<file path="config.mk">
export PLATFORM = sky130hd
export DESIGN_NAME = dpsf_host
export DESIGN_NICKNAME = d
export VERILOG_FILES = /design/src/dpsf_pkg.sv /design/src/dpsf_host.sv
export SDC_FILE = /design/constraint.sdc
export NUM_CORES = 1
export LEC_CHECK = 0
export BUFFER_PORTS_ARGS = -buffer_cell sky130_fd_sc_hd__buf_2
export CORE_MARGIN = 2
export CORE_UTILIZATION = 40
export CTS_CLUSTER_DIAMETER = 120
export CTS_CLUSTER_SIZE = 25
export DETAILED_ROUTE_END_ITERATION = 12
export PLACE_DENSITY_LB_ADDON = 0.15
export RECOVER_POWER = 25
export SETUP_SLACK_MARGIN = 0.5
export SYNTH_ARGS = -nofsm -noshare
export SYNTH_HDL_FRONTEND = slang
export SYNTH_SLANG_ARGS = --single-unit
export TNS_END_PERCENT = 10
</file>
<file path="constraint.sdc">
create_clock -name clock_i -period 4.7 [get_ports clock_i]
set_input_delay 0.235 -clock clock_i [delete_from_list [all_inputs] [get_ports clock_i]]
set_output_delay 0.235 -clock clock_i [all_outputs]
set_load 0.02 [all_outputs]
</file>
<file path="src/dpsf_pkg.sv">
`default_nettype none

package dpsf_pkg;

    // Bus clock and the pin timing the controller honours, in ns.
    localparam int CLK_PERIOD_NS = 25;
    localparam int WR_PULSE_NS   = 20;
    localparam int RD_ACCESS_NS  = 20;
    localparam int GAP_NS        = 15;
    localparam int SYNC_STAGES   = 2;

    // Least times round up to whole cycles.
    localparam int WR_CYC_I  = (WR_PULSE_NS + CLK_PERIOD_NS - 1) / CLK_PERIOD_NS;
    localparam int RD_CYC_I  = (RD_ACCESS_NS + CLK_PERIOD_NS - 1) / CLK_PERIOD_NS;
    localparam int GAP_CYC_I = (GAP_NS + CLK_PERIOD_NS - 1) / CLK_PERIOD_NS;

    // Timer loads; the read window also covers the input synchroniser.
    localparam logic [3:0] WR_LOAD  = 4'(WR_CYC_I - 1);
    localparam logic [3:0] RD_LOAD  = 4'(RD_CYC_I + SYNC_STAGES - 1);
    localparam logic [3:0] GAP_LOAD = 4'(GAP_CYC_I - 1);
    localparam logic [3:0] TIMER_RESET = 4'h0;

    // Flag addressing.
    localparam int         FLAG_COUNT = 8;
    localparam logic [2:0] IDX_RESET  = 3'h0;
    localparam logic [2:0] IDX_LAST   = 3'(FLAG_COUNT - 1);

    typedef enum logic [1:0] {
        DPSF_OP_READ    = 2'h0,
        DPSF_OP_ACQUIRE = 2'h1,
        DPSF_OP_RELEASE = 2'h2,
        DPSF_OP_INIT    = 2'h3
    } dpsf_op_t;

    typedef enum logic [4:0] {
        DPSF_ST_IDLE = 5'h01,
        DPSF_ST_WR   = 5'h02,
        DPSF_ST_GAP  = 5'h04,
        DPSF_ST_RD   = 5'h08,
        DPSF_ST_DONE = 5'h10
    } dpsf_state_t;

    typedef struct packed {
        dpsf_op_t   op;
        logic [2:0] index;
    } dpsf_cmd_t;

    typedef struct packed {
        logic flag;
        logic owned;
        logic mixed;
    } dpsf_resp_t;

    typedef struct packed {
        logic       flag_space_select_n;
        logic       array_enable_n;
        logic       rw_n;
        logic       output_enable_n;
        logic [2:0] flag_index_lines;
    } dpsf_pins_t;

    localparam dpsf_pins_t PINS_IDLE  = '{1'b1, 1'b1, 1'b1, 1'b1, 3'h0};
    localparam dpsf_resp_t RESP_RESET = '{1'b1, 1'b0, 1'b0};

endpackage

`default_nettype wire

</file>
<file path="src/dpsf_host.sv">
`timescale 1ns/10ps
`default_nettype none

module dpsf_host #(
    parameter int DATA_W = 16
) (
    input  wire logic               clock_i,      // 40 MHz clock.
    input  wire logic               reset_n_i,    // Asynchronous reset, active low.
    input  wire logic               cmd_valid_i,  // Command offered.
    input  wire dpsf_pkg::dpsf_cmd_t cmd_i,       // Operation and flag index.
    output logic                    cmd_ready_o,  // Controller idle, command taken.
    output logic                    resp_valid_o, // One-cycle completion pulse.
    output dpsf_pkg::dpsf_resp_t    resp_o,       // Read-back result; reset value after a release or init.
    output dpsf_pkg::dpsf_pins_t    pins_o,       // Port control pins.
    output logic [DATA_W-1:0]       data_o,       // Data pins, driven value.
    output logic                    data_oe_n_o,  // Low while driving data pins.
    input  wire logic [DATA_W-1:0]  data_i        // Data pins, sampled value.
);
    import dpsf_pkg::*;

    dpsf_state_t       state_reg;
    dpsf_op_t          op_reg;
    logic [2:0]        idx_reg;
    logic [3:0]        timer_reg;
    logic              rd_done_reg;
    dpsf_pins_t        pins_reg;
    logic [DATA_W-1:0] data_reg;
    logic              data_oe_n_reg;
    logic [DATA_W-1:0] sync1_reg;
    logic [DATA_W-1:0] sync2_reg;
    dpsf_resp_t        resp_reg;
    logic              cmd_fire;
    logic              timer_done;
    logic              wr_value;

    // Handshake is combinational; commands are only taken while idle.
    assign cmd_ready_o  = (state_reg == DPSF_ST_IDLE);
    assign cmd_fire     = cmd_valid_i && cmd_ready_o;
    assign resp_valid_o = (state_reg == DPSF_ST_DONE);
    assign timer_done   = (timer_reg == TIMER_RESET);
    assign resp_o       = resp_reg;
    assign pins_o       = pins_reg;
    assign data_o       = data_reg;
    assign data_oe_n_o  = data_oe_n_reg;

    // Acquire writes zero; release and init write one.
    // request and release
    assign wr_value = (op_reg != DPSF_OP_ACQUIRE);

    // Sequencer: acquire runs write, gap, read-back, gap, done; read has no write, release and init no read-back. The gap after every
    // strobe drops the select so the device re-latches on the next read.
    always_ff @(posedge clock_i or negedge reset_n_i) begin
        if (!reset_n_i) begin
            state_reg   <= DPSF_ST_IDLE;
            op_reg      <= DPSF_OP_READ;
            idx_reg     <= IDX_RESET;
            timer_reg   <= TIMER_RESET;
            rd_done_reg <= 1'b0;
        end else begin
            case (state_reg)
                DPSF_ST_IDLE: begin
                    if (cmd_fire) begin
                        op_reg  <= cmd_i.op;
                        idx_reg <= (cmd_i.op == DPSF_OP_INIT) ? IDX_RESET : cmd_i.index;
                        if (cmd_i.op == DPSF_OP_READ) begin
                            state_reg   <= DPSF_ST_RD;
                            timer_reg   <= RD_LOAD;
                            rd_done_reg <= 1'b1;
                        end else begin
                            state_reg   <= DPSF_ST_WR;
                            timer_reg   <= WR_LOAD;
                            rd_done_reg <= 1'b0;
                        end
                    end
                end
                DPSF_ST_WR: begin
                    if (timer_done) begin
                        state_reg <= DPSF_ST_GAP;
                        timer_reg <= GAP_LOAD;
                    end else begin
                        timer_reg <= timer_reg - 4'h1;
                    end
                end
                DPSF_ST_GAP: begin
                    if (!timer_done) begin
                        timer_reg <= timer_reg - 4'h1;
                    end else if (op_reg == DPSF_OP_ACQUIRE && !rd_done_reg) begin
                        state_reg   <= DPSF_ST_RD;
                        timer_reg   <= RD_LOAD;
                        rd_done_reg <= 1'b1;
                    end else if (op_reg == DPSF_OP_INIT && idx_reg != IDX_LAST) begin
                        idx_reg   <= idx_reg + 3'h1;
                        state_reg <= DPSF_ST_WR;
                        timer_reg <= WR_LOAD;
                    end else begin
                        state_reg <= DPSF_ST_DONE;
                    end
                end
                DPSF_ST_RD: begin
                    if (timer_done) begin
                        state_reg <= DPSF_ST_GAP;
                        timer_reg <= GAP_LOAD;
                    end else begin
                        timer_reg <= timer_reg - 4'h1;
                    end
                end
                DPSF_ST_DONE: begin
                    state_reg <= DPSF_ST_IDLE;
                end
                default: begin
                    state_reg <= DPSF_ST_IDLE;
                end
            endcase
        end
    end

    // Pin drive follows the state entered on the same edge. Array enable
    // stays high throughout so flag cycles never touch the memory array.
    always_ff @(posedge clock_i or negedge reset_n_i) begin
        if (!reset_n_i) begin
            pins_reg      <= PINS_IDLE;
            data_reg      <= '0;
            data_oe_n_reg <= 1'b1;
        end else begin
            pins_reg      <= PINS_IDLE;
            data_oe_n_reg <= 1'b1;
            pins_reg.flag_index_lines <= idx_reg;
            if ((state_reg == DPSF_ST_IDLE && cmd_fire && cmd_i.op != DPSF_OP_READ) ||
                (state_reg == DPSF_ST_WR && !timer_done) ||
                (state_reg == DPSF_ST_GAP && timer_done && op_reg == DPSF_OP_INIT &&
                 idx_reg != IDX_LAST)) begin
                pins_reg.flag_space_select_n <= 1'b0;
                pins_reg.rw_n                <= 1'b0;
                data_oe_n_reg                <= 1'b0;
            end
            if ((state_reg == DPSF_ST_IDLE && cmd_fire && cmd_i.op == DPSF_OP_READ) ||
                (state_reg == DPSF_ST_RD && !timer_done) ||
                (state_reg == DPSF_ST_GAP && timer_done && op_reg == DPSF_OP_ACQUIRE &&
                 !rd_done_reg)) begin
                pins_reg.flag_space_select_n <= 1'b0;
                pins_reg.output_enable_n     <= 1'b0;
            end
            if (state_reg == DPSF_ST_IDLE && cmd_fire) begin
                pins_reg.flag_index_lines <= (cmd_i.op == DPSF_OP_INIT) ? IDX_RESET
                                                                       : cmd_i.index;
            end else if (state_reg == DPSF_ST_GAP && timer_done &&
                         op_reg == DPSF_OP_INIT && idx_reg != IDX_LAST) begin
                pins_reg.flag_index_lines <= idx_reg + 3'h1;
            end
            if (state_reg == DPSF_ST_IDLE && cmd_fire) begin
                data_reg <= {DATA_W{cmd_i.op != DPSF_OP_ACQUIRE}};
            end else begin
                data_reg <= {DATA_W{wr_value}};
            end
        end
    end

    // Two-stage synchroniser on the data pins; only stage two is read.
    always_ff @(posedge clock_i or negedge reset_n_i) begin
        if (!reset_n_i) begin
            sync1_reg <= '0;
            sync2_reg <= '0;
        end else begin
            sync1_reg <= data_i;
            sync2_reg <= sync1_reg;
        end
    end

    // Result capture on the last read cycle. A failed acquire leaves the
    // request latched in the device; the user must poll or release it.
    always_ff @(posedge clock_i or negedge reset_n_i) begin
        if (!reset_n_i) begin
            resp_reg <= RESP_RESET;
        end else if (cmd_fire) begin
            resp_reg <= RESP_RESET;
        end else if (state_reg == DPSF_ST_RD && timer_done) begin
            resp_reg.flag  <= sync2_reg[0];
            resp_reg.mixed <= !((&sync2_reg) || (~|sync2_reg));
            resp_reg.owned <= (op_reg == DPSF_OP_ACQUIRE) && (~|sync2_reg);
        end
    end
endmodule

`default_nettype wire

</file>
[Yosys cells after proc, flatten, opt, wreduce, memory -nomap -nowiden]
Cells that the tools add are included.
Storage, ports and cells
  flip-flop bits (word level): 72
  output and inout port bits: 29
Cells by class
  $add $sub $neg: 2
  equal/unequal tests: 18
  mux-type cells: 33
  reductions and logical operators: 38
Operator list (count)
  $mux 3: 9
  $mux 5: 5
  $mux 4: 6
  $mux 16: 1
  $reduce_and 16->1: 1
  $reduce_or 16->1: 1
  $logic_and 1x1->1: 15
  $pmux 5 s3: 1
  $pmux 4 s3: 1
  $ne 2x1->1 const B: 4
  $ne 2x2->1 const B: 4
  $mux 1: 7
  $pmux 3 s2: 1
  $reduce_and 3->1: 2
  $reduce_bool 2->1: 3
  $eq 5x1->1 const B: 1
  $eq 5x2->1 const B: 1
  $eq 5x3->1 const B: 1
  $eq 5x4->1 const B: 1
  $eq 5x5->1 const B: 1
  $logic_or 1x1->1: 5
  $reduce_and 5->1: 1
  $eq 2x2->1 const B: 2
  $logic_not 1->1: 4
  other kinds (13): 13

[Depth between registers and ports, before layout]
Gate-level depths: netlist of the first run.
  depth in word-level cells: 8
  mapped depth: 6
  gate-level depth less buffers: 6

[Worst setup path after synthesis of the first run]
OpenSTA, ideal clock, no wires.
  path kind: reg-to-reg
  from: register timer_reg[0]
  to: register timer_reg[1]
  setup time: 0.136 ns
  data arrival time: 1.564 ns
  data required time: 4.564 ns
  path slack: 3.000 ns
  cell stages (with the launch flop): 7
  path buffers: 0
  path through: dfrtp_1 inv_1 ha_1 or3b_1 a2111oi_4 o31a_1 a31oi_1
Between the ends
  word-level cells in the longest chain between the ends: 3
RTL lines
  start, declared: line dpsf_host.sv:24  | logic [3:0] timer_reg;
  start signal, assigned: line dpsf_host.sv:81  | timer_reg <= timer_reg - 4'h1;
  start signal, assigned: line dpsf_host.sv:86  | timer_reg <= timer_reg - 4'h1;
  start signal, assigned: line dpsf_host.sv:104  | timer_reg <= timer_reg - 4'h1;
  $sub 4x1->4 or $logic_not 4->1 (tied branches)
  $mux 4 (tied with other cells): line dpsf_host.sv:77, dpsf_host.sv:100
  $pmux 4 s3 or $reduce_and 3->1 (tied branches)
Several ways; a longest one is shown, not always the timed one.
A chain may end at the register's enable or synchronous reset.

==> results of run 1 <==
[placed cells by master (no fill, tap or decap), types with 2 or more instances in the layout]
cell,n
a21o_1,2
a21oi_1,10
buf_2,51
clkbuf_8,11
clkinv_2,3
dfrtp_1,52
dfstp_2,5
dlygate4sd3_1,14
ha_1,4
inv_1,5
mux2_2,2
mux2i_1,3
nand2_1,3
nand2b_1,3
nand3_1,5
nand4_1,8
nor2_1,5
nor3_1,5
nor3b_1,3
nor4_1,5
o21ai_0,4
o31a_1,2
o31ai_1,2
or3_1,2
xor2_1,3
[per-layer routing]
layer	global-route usage [%]	routed length, um
met4	9.310	90
met3	4.072	190
met1	16.00	1741
met2	23.45	2034
met5	0	0
[path summary, 6_finish.rpt]
path | endpoint | slack (ps) | startpoint | cells after the start
setup / recovery | rd_done_reg | 2130 | reset_n_i | 2
hold / removal | sync1_reg[2] | 20 | data_i[2] | 1
setup reg to reg | pins_o[3] | 2630 | state_reg[3] | 4
hold reg to reg | sync2_reg[0] | 340 | sync1_reg[0] | 0
max in group clock_i | pins_o[3] | 2630 | state_reg[3] | 4
min in group asynchronous | sync2_reg[0] | 930 | reset_n_i | 2
[final cells by class]
cell class              instances  share of cell area, %
multi-input cells              96                  24.08
clock buffers                  11                  5.356
well taps                      72                  3.187
inverters                       5                 0.6640
repair buffers                 66                  14.12
flip-flops and latches         57                  50.69
clock inverters                 5                  1.903
[Yosys cell counts (4+ instances only)]
library cell  instances
o21ai_0               4
dfstp_2               5
dfrtp_1              52
a21oi_1              10
ha_1                  4
nand4_1               8
nand3_1               5
buf_4                17
nor4_1                5
nor3_1                5
inv_1                 5
nor2_1                5
[logic make-up (layout without fill, tap and decap cells)]
family                     Yosys count  in the layout  synth area share, %
DFF                                 57             57                62.71
and+or+nand+nor                     50             50                13.47
AOI/OAI and AO/OA                   32             32                10.13
buffers and inverters               26             87                7.503
muxes                                5              5                2.300
adders and majority gates            4              4                2.191
xor gates and xnor gates             4              4                1.534
other                                1              1               0.1641
[through the flow]
step / total power (uW) / utilization (%) / setup slack (ps) / instances / hold WS (ps)
floorplan: 1190 / - / 3000 / 179 / -60.59
global placement: 1291 / 45.13 / 2683 / 282 / 334.7
detailed placement: 1293 / 45.13 / 2659 / 282 / 334.7
CTS: 1770 / 51.40 / 2646 / 312 / 2.749
global route: 1869 / 51.33 / 1473 / 312 / 0.1212
finish: 1746 / 51.33 / 2125 / 312 / 16.24
[power breakdown]
| part | internal (uW) | leakage (uW) | switching, uW |
|---|---|---|---|
| clock | 271 | 0.000109 | 187 |
| sequential | 599 | 0.000672 | 94.2 |
| combinational | 235 | 0.000515 | 360 |
| total | 1110 | 0.00130 | 641 |
==> impl_results.md, run 1 <==
- Outcome: finished, violations left
- Failing checks: max-capacitance violations, max-slew violations
- WS Path Type: input port to async pin
- Nets: 263
- Final Critical Period: 2575 ps
- Initial antenna violation count: 0
- Max-cap violations: 1
- First-pass GRT wire length: 6.665 mm
- Max Freq: 0.3884 GHz
- Worst Hold Class: input port to flip-flop
- Diodes inserted: 0
- Crit-path slowest cell: clkbuf_1
- Dpl cell area: 0.002485 mm^2
- Reg area: 0.001433 mm^2
- Final worst-path cycle share: 54.78%
- Max_slew headroom: -93.04%
- Post-synth top area share: 56.96%
- First DRT Iteration DRCs: 84
- Drt total wl: 4.057 mm
- Post-synth ARST share: 100.0%
- CTS Buf Count: 9
- Root Driver: clkbuf_8
- Largest net degree at the start of global routing: 58
- CTS max path bufs: 2
- Core area: 0.005507 mm^2
- Total GRT Usage: 14.22%
- Post_cts resized: 0
- GR Overflow Total: 0
- Clk_skew: 13.50 ps
- Antenna-violating nets left: 0
- Clk sinks: 57
- FP Rows: 27
- Seq cells post-synth: 57
- Area Growth Syn to Fin: 23.71%
- Ys Warns: 0
- Worst EP arrival: 2380 ps
- Buf/Inv on CP: 2
- Detailed Place HPWL: 2.720 mm
- Post-synth net total: 207
- Power per standard cell area: 617.8 mW/mm^2
- Skew-Pair Late Insertion Delay: 330 ps
- Post-synth EDFFs: 0
- WL/cell: 13.00 um
- Max incr delay on CP: 2030 ps
- Hold_buf cts: 14
- Initial core utilization: 41.49%
- Max-slew violations: 58
- 1st-pass router iterations: 4
- Final instance area: 0.002826 mm^2
- Chip Width: 79.58 um
- CTS tree: done
- DRC Markers: 0
- H-tree Lvls: 3
- Number of global-route vias before repair: 1496
- Count of final setup violators: 0
- Startpoint Class: input port
- Leakage: 0.001296 uW
- Post-Route Setup TNS: 0 ps
- Crit path cell chain: buf_2 > clkbuf_1
- Via count: 1510
- Peak supply drop: 0.2683 mV
- Die ar.: 0.006332 mm^2
- Critical Path Sink Type: async pin
- Worst-Margin Slew: 2896 ps
- Ys flop type: dfrtp_1
- Largest fanout on the critical path: 57
- Multi-input combinational cell area: 680.7 um^2
- Worst-path clk slew: 60 ps
- IO Count: 53
- Worst Path Required: 4510 ps
- Syn avg cell area: 12.76 um^2
- Sequential fraction of the synthesis area: 62.71%
- Setup repair bufs after CTS: 0
- RD Place Congestion: 0.7684
- Distinct cells, synth: 50
- Largest delay contributor family on the critical path: buffers and inverters
- Filler Cell Count: 485
- Fin. Hold Viols: 0
- Share of layout cells above drive strength 1: 32.50%
- PortBufs: 51
- Die height: 79.58 um
- Main area contributors after synthesis: dfrtp_1 (57%), dfstp_2 (5.8%), buf_4 (5.6%)
- RSZ-0062 raised after global routing: false
- Cell taking the most area after synthesis: dfrtp_1
- Vias per cell: 4.840
- Post-synthesis cell area: 0.002285 mm^2
- Mapped Cells: 179
Power figures use the tool's default switching activity.
==> inputs of run 2 (changes only) <==
--- a/config.mk
+++ b/config.mk
@@ -5,6 +5,7 @@
 export SDC_FILE = /design/constraint.sdc
 export NUM_CORES = 1
 export LEC_CHECK = 0
+export ABC_AREA = 1
 export BUFFER_PORTS_ARGS = -buffer_cell sky130_fd_sc_hd__buf_2
 export CORE_MARGIN = 2
 export CORE_UTILIZATION = 40
==> constraint.sdc (replaced) <==
create_clock -name clock_i -period 2.6 [get_ports clock_i]
set_input_delay 0.13 -clock clock_i [delete_from_list [all_inputs] [get_ports clock_i]]
set_output_delay 0.13 -clock clock_i [all_outputs]
set_load 0.02 [all_outputs]
==> impl_results.md, run 2 <==
- Initial antenna violation count: 0 (unchanged)
- Main area contributors after synthesis: dfrtp_1 (55%), nand2_1 (6.9%), dfstp_2 (5.5%) (was dfrtp_1 (57%), dfstp_2 (5.8%), buf_4 (5.6%))
- Dpl cells: 344 (was 282)
- Cell taking the most area after synthesis: dfrtp_1 (unchanged)
- Final worst-path cycle share: 63.60%
- Most common cell after layout, fill and taps aside: dfrtp_1 (unchanged)
- Number of global-route vias before repair: 1549 (was 1496)
- Largest fanout on the critical path: 3 (was 57)
- Via count: 1657 (was 1510)
- CTS max path bufs: 2 (unchanged)
- Die height: 81.22 um (was 79.58 um)
- Initial core utilization: 40.76% (was 41.49%)
- Most used cell along the critical path: nand2_1
- Max-cap violations: 0 (was 1)
- Clk_skew: 8.890 ps (was 13.50 ps)
- Drt total wl: 4.114 mm (was 4.057 mm)
- Part of the power in registers: 37.5% (was 39.7%)
- Crit-path slowest cell: dfrtp_1 (was clkbuf_1)
- Commonest cells after routing, fill and taps aside: dfrtp_1 (52), buf_2 (48), nand2_1 (44) (was dfrtp_1 (52), buf_2 (51), dlygate4sd3_1 (14))
- Syn avg cell area: 10.24 um^2 (was 12.76 um^2)
- Peak supply drop: 0.4869 mV (was 0.2683 mV)
- Area Growth Syn to Fin: 24.82% (was 23.71%)
- Post-synth net total: 261 (was 207)
- Clock share of power: 24.9% (was 26.2%)
- Seq cells post-synth: 57 (unchanged)
- First DRT Iteration DRCs: 71 (was 84)
- Critical Path Sink Type: flip-flop (was async pin)
- Switch share: 39.20% (was 36.70%)
- 1st-pass router iterations: 4 (unchanged)
- Clk sinks: 57 (unchanged)
- Mapped Cells: 233 (was 179)
- Startpoint Class: flip-flop (was input port)
- Worst EP arrival: 1860 ps (was 2380 ps)
- Sequential fraction of the synthesis area: 60.07% (was 62.71%)
- Buf/Inv on CP: 0 (was 2)
- Worst Hold Class: input port to flip-flop (unchanged)
- Fin. Hold Viols: 0 (unchanged)
- Power, Total: 3148 uW (was 1746 uW)
- Filler Cell Count: 547 (was 485)
- Skew-Pair Late Insertion Delay: 330 ps (about the same)
- Final Critical Period: 1654 ps
- Power per standard cell area: 1058 mW/mm^2 (was 617.8 mW/mm^2)
- Nets: 325 (was 263)
- WS Path Type: flip-flop to flip-flop (was input port to async pin)
- Final non-filler cell total: 377 (was 312)
- Die ar.: 0.006596 mm^2 (was 0.006332 mm^2)
- Share of layout cells above drive strength 1: 31.13% (was 32.50%)
- Outcome: completed (was finished, violations left)
- FP Rows: 28 (was 27)
- Post-Route Setup TNS: 0 ps (unchanged)
- Worst-Margin Slew: 948.0 ps (was 2896 ps)
- Diodes inserted: 0 (unchanged)
- Post-synth ARST share: 100.0% (unchanged)
- NetSw: 1234 uW (was 640.9 uW)
- DRC Markers: 0 (unchanged)
- RSZ-0062 raised after global routing: false (unchanged)
- Most frequent cells after synthesis: dfrtp_1 (52), nand2_1 (44), nor2_1 (25), inv_1 (22), buf_4 (17) (was dfrtp_1 (52), buf_4 (17), a21oi_1 (10), nand4_1 (8))
- Place WS: 924.6 ps (was 2659 ps)
- Post-synth top area share: 54.56% (was 56.96%)
- Leakage: 0.001441 uW (was 0.001296 uW)
- Max incr delay on CP: 390 ps (was 2030 ps)
- CTS tree: done (unchanged)
- Vias per cell: 4.395 (was 4.840)
- IO Count: 53 (unchanged)
- Antenna-violating nets left: 0 (unchanged)
- Largest net degree at the start of global routing: 45 (was 58)
- Most frequent cell after synthesis: dfrtp_1 (unchanged)
- Ys flop type: dfrtp_1 (unchanged)
- Detailed Place HPWL: 2.927 mm (was 2.720 mm)
- Max_slew headroom: 36.80% (was -93.04%)
- Max-slew violations: 0 (was 58)
- Crit path cell chain: ha_1 > ha_1 > nor2_1 > nand2_1 > nor3_2 > nand2_1 > nand3_1 > nand2_1 (was buf_2 > clkbuf_1)
- Count of final setup violators: 0 (unchanged)
- CTS Buf Count: 9 (unchanged)
- Ys Warns: 0 (unchanged)
- WL/cell: 10.91 um (was 13.00 um)
- Worst-path clk slew: 60 ps (about the same)
- Final WS setup: 946.4 ps (was 2125 ps)
- Distinct cells, synth: 29 (was 50)
- Combinational power share: 37.6% (was 34.1%)
- H-tree Lvls: 3 (unchanged)
- Root Driver: clkbuf_8 (unchanged)
- Chip Width: 81.22 um (was 79.58 um)
- RD Place Congestion: 0.7473 (was 0.7684)
- Core area: 0.005851 mm^2 (was 0.005507 mm^2)
- PortBufs: 51 (unchanged)
- Post-synth EDFFs: 0 (unchanged)
- GR Overflow Total: 0 (unchanged)
- Post-synthesis cell area: 0.002385 mm^2 (was 0.002285 mm^2)
- Setup repair bufs after CTS: 0 (unchanged)
- Internal power: 1914 uW (was 1105 uW)
- Largest delay contributor family on the critical path: simple AND/OR/NAND/NOR gates (was buffers and inverters)
- Total GRT Usage: 14.77% (was 14.22%)
- Final hold slack: 61.39 ps (was 16.24 ps)
- First-pass GRT wire length: 6.941 mm (was 6.665 mm)
- Max Freq: 0.6048 GHz
- Worst Path Required: 2810 ps (was 4510 ps)
==> run 2: cell count changes after synthesis, sizes merged, moves of 3 or more <==
| cell | before | now |
|---|---|---|
| nand2b | 3 | 0 |
| nor3b | 4 | 0 |
| o21ai | 5 | 8 |
| nand2 | 3 | 49 |
| or3 | 3 | 0 |
| inv | 5 | 28 |
| mux2i | 3 | 0 |
| nor4 | 5 | 0 |
| buf | 20 | 17 |
| nand3 | 5 | 18 |
| nor2 | 5 | 32 |
| a21oi | 10 | 1 |
==> run 2: stage by stage <==
| stage | cell area, um^2 | util [%] |
|---|---|---|
| after floorplan | 2385 | - |
| after global placement | 2621 | 44.80 |
| after detailed placement | 2621 | 44.80 |
| after CTS | 2980 | 50.94 |
| after global routing | 2977 | 50.88 |
| final | 2977 | 50.88 |
==> run 2: final timing paths <==
check                             start            end  slack [ps]  cells after the start
min in group asynchronous     reset_n_i   state_reg[3]         490                      2
setup reg to reg             idx_reg[0]      pins_o[1]         950                      8
hold / removal                 cmd_i[1]     idx_reg[1]          60                      3
hold reg to reg            sync1_reg[7]   sync2_reg[7]         350                      0
setup / recovery             idx_reg[0]      pins_o[1]         950                      8
max in group asynchronous     reset_n_i  sync1_reg[15]        1380                      3
==> run 2: final cells by class <==
| type | count | area (um^2) | area share [%] |
|---|---|---|---|
| Inverter | 28 | 105.1 | 3.531 |
| Clock inverter | 3 | 40.04 | 1.345 |
| Multi-Input combinational cell | 131 | 719.4 | 24.17 |
| Tap cell | 75 | 93.84 | 3.153 |
| Timing Repair Buffer | 70 | 436.7 | 14.67 |
| Clock buffer | 13 | 148.9 | 5.002 |
| Sequential cell | 57 | 1433 | 48.13 |
==> run 2: metal layers <==
layer | vias to the layer above | share of wire, % | GRT usage (%)
met1 | 776 | 44 | 18.05
met5 | - | 0 | 0
li1 | 847 | - | -
met2 | 27 | 50 | 22.48
met4 | 0 | 2.5 | 10.17
met3 | 7 | 3.0 | 4.333
==> run 2: cells by family (layout without fill, tap and decap cells) <==
| logic type | after synthesis | count (layout) | synth area share (%) |
|---|---|---|---|
| AND/OR/NAND/NOR | 113 | 113 | 24.50 |
| buffers and inverters | 45 | 114 | 9.759 |
| adder cells (fa/ha/maj) | 4 | 4 | 2.099 |
| AO/OA/AOI/OAI | 11 | 11 | 2.676 |
| XOR/XNOR | 2 | 2 | 0.7347 |
| other | 1 | 1 | 0.1572 |
| flip-flops | 57 | 57 | 60.07 |
==> run 2: power groups by stage <==
| stage | logic (uW) | registers (uW) | clock network (uW) |
|---|---|---|---|
| global placement | 1180 | 1190 | 0 |
| finish | 1180 | 1180 | 785 |
| CTS | 1210 | 1180 | 806 |
| global route | 1320 | 1210 | 855 |
| detailed placement | 1180 | 1200 | 0 |
| floorplan | 938 | 1260 | 0 |
==> run 2: worst min-delay path, stage by stage <==
cell and delay (ps):
buf_2 70, nand3_1 80, nand2_1 70
==> run 2: timing repair <==
action | in CTS | in global routing
hold buffers | 17 | 0
resized for setup | 0 | 0
hold endpoints to repair | 53 | 0
==> inputs of run 3 (changes only) <==
==> constraint.sdc (replaced) <==
create_clock -name clock_i -period 1.65 [get_ports clock_i]
set_input_delay 0.0825 -clock clock_i [delete_from_list [all_inputs] [get_ports clock_i]]
set_output_delay 0.0825 -clock clock_i [all_outputs]
set_load 0.02 [all_outputs]
==> impl_results.md, run 3 (synthesized netlist as in run 2, its figures left out) <==
- Die ar.: 0.006596 mm^2 (unchanged)
- Leakage: 0.001527 uW (was 0.001441 uW)
- Die height: 81.22 um (unchanged)
- Peak supply drop: 0.9953 mV (was 0.4869 mV)
- Area Growth Syn to Fin: 33.68% (was 24.82%)
- Root Driver: clkbuf_8 (unchanged)
- Clk sinks: 57 (unchanged)
- Final instance area: 0.003188 mm^2 (was 0.002977 mm^2)
- Final non-filler cell total: 389 (was 377)
- Dpl cells: 344 (unchanged)
- Most common cell after layout, fill and taps aside: dfrtp_1 (unchanged)
- Metal2 WL: 2.265 mm (was 2.067 mm)
- Via count: 1726 (was 1657)
- Detailed Place HPWL: 3.052 mm (was 2.927 mm)
- First DRT Iteration DRCs: 37 (was 71)
- Clk_skew: 14.55 ps (was 8.890 ps)
- Max Freq: 0.6833 GHz (was 0.6048 GHz)
- Initial core utilization: 40.76% (unchanged)
- Final worst-path cycle share: 88.69% (was 63.60%)
- Antenna-violating nets left: 0 (unchanged)
- Count of final setup violators: 0 (unchanged)
- Largest fanout on the critical path: 5 (was 3)
- GR Overflow Total: 0 (unchanged)
- PortBufs: 51 (unchanged)
- Metal3 WL: 170 um (was 123 um)
- Worst Path Required: 1870 ps (was 2810 ps)
- 1st-pass router iterations: 4 (unchanged)
- Number of global-route vias before repair: 1659 (was 1549)
- Final Core Density: 54.49% (was 50.88%)
- Top routing layer used: met4 (unchanged)
- Diodes inserted: 0 (unchanged)
- Largest net degree at the start of global routing: 25 (was 45)
- IO Count: 53 (unchanged)
- Max-slew violations: 0 (unchanged)
- WS Path Type: flip-flop to flip-flop (unchanged)
- Worst-path clk slew: 80 ps (was 60 ps)
- Max-cap violations: 0 (unchanged)
- Fin. Hold Viols: 0 (unchanged)
- Drt total wl: 4.450 mm (was 4.114 mm)
- Met1 WL: 1.949 mm (was 1.822 mm)
- Worst EP arrival: 1690 ps (was 1860 ps)
- Critical Path Sink Type: flip-flop (unchanged)
- Final Critical Period: 1463 ps (was 1654 ps)
- CTS Buf Count: 9 (unchanged)
- RSZ-0062 raised after global routing: true (was false)
- H-tree Lvls: 3 (unchanged)
- DRC Markers: 0 (unchanged)
- Power, Total: 5403 uW (was 3148 uW)
- Commonest cells after routing, fill and taps aside: dfrtp_1 (52), buf_2 (50), nand2_1 (42) (was dfrtp_1 (52), buf_2 (48), nand2_1 (44))
- Core area: 0.005851 mm^2 (unchanged)
- First-pass GRT wire length: 7.251 mm (was 6.941 mm)
- WL/cell: 11.44 um (was 10.91 um)
- Worst-Margin Slew: 531.6 ps (was 948.0 ps)
- Chip Width: 81.22 um (unchanged)
- Startpoint Class: flip-flop (unchanged)
- Skew-Pair Late Insertion Delay: 340 ps (was 330 ps)
- Outcome: completed (unchanged)
- Power per standard cell area: 1695 mW/mm^2 (was 1058 mW/mm^2)
- Share of layout cells above drive strength 1: 38.54% (was 31.13%)
- Vias per cell: 4.437 (was 4.395)
- Post-Route Setup TNS: 0 ps (unchanged)
- Initial antenna violation count: 0 (unchanged)
- Worst Hold Class: input port to flip-flop (unchanged)
- CTS max path bufs: 2 (unchanged)
- Max_slew headroom: 64.56% (was 36.80%)
- CTS tree: done (unchanged)
- Nets: 337 (was 325)
- Dpl cell area: 0.002676 mm^2 (was 0.002621 mm^2)
- FP Rows: 28 (unchanged)
- RD Place Congestion: 0.7668 (was 0.7473)
- Total GRT Usage: 15.21% (was 14.77%)
run 3: timing repair:
| item | CTS | global route |
|---|---|---|
| pin swaps | 0 | 3 |
| resized for setup | 5 | 5 |
| endpoints found under the setup margin | 43 | 44 |
| endpoints found under the hold margin | 38 | 0 |
| setup buffers | 2 | 8 |
| hold buffers | 19 | 0 |
run 3: path summary, 6_finish.rpt:
path	from	endpoint	slack, ps	cells past startpoint
setup / recovery	state_reg[0]	timer_reg[2]	190	9
hold / removal	cmd_i[4]	op_reg[1]	20	3
setup reg to reg	state_reg[0]	timer_reg[2]	190	9
hold reg to reg	sync1_reg[15]	sync2_reg[15]	350	0
max in group asynchronous	reset_n_i	pins_o[3]	790	3
min in group asynchronous	reset_n_i	timer_reg[2]	250	2
run 3: power by group:
| group | leakage [uW] | total, uW | internal [uW] | switching, uW |
|---|---|---|---|---|
| Combinational | 0.000743 | 2250 | 833 | 1410 |
| Clock | 0.000100 | 1300 | 708 | 589 |
| Sequential | 0.000684 | 1860 | 1680 | 181 |
run 3: area by class of cell:
class                           count  area [um^2]
Fill cell                         534         2663
Multi-Input combinational cell    131        799.5
Sequential cell                    57         1433
Timing Repair Buffer               82        550.5
Clock inverter                      7        77.57
Tap cell                           75        93.84
Clock buffer                        9        123.9
Inverter                           28        110.1
run 3: per-layer routing:
metal | vias up | GRT usage (%)
met5 | - | 0
met1 | 813 | 17.07
li1 | 874 | -
met3 | 7 | 6.444
met4 | 0 | 5.593
met2 | 32 | 25.79
run 3: critical path, stage by stage (launching register included):
cell and delay [ps]:
dfstp_2 380, buf_4 130, nor2_4 180, nand3_2 180, nand2_2 160, inv_2 50
nand2_2 90, nand2_2 80, nand2_1 60, o21ai_1 50
run 3: stage by stage:
stage | setup slack (ps) | hold slack (ps)
3_3_place_gp | 193.6 | 95.59
3_5_place_dp | 198.2 | 92.90
6_report | 186.6 | 17.12
2_1_floorplan | 339.8 | -213.1
4_1_cts | 193.4 | 4.224
5_1_grt | 84.53 | 25.41
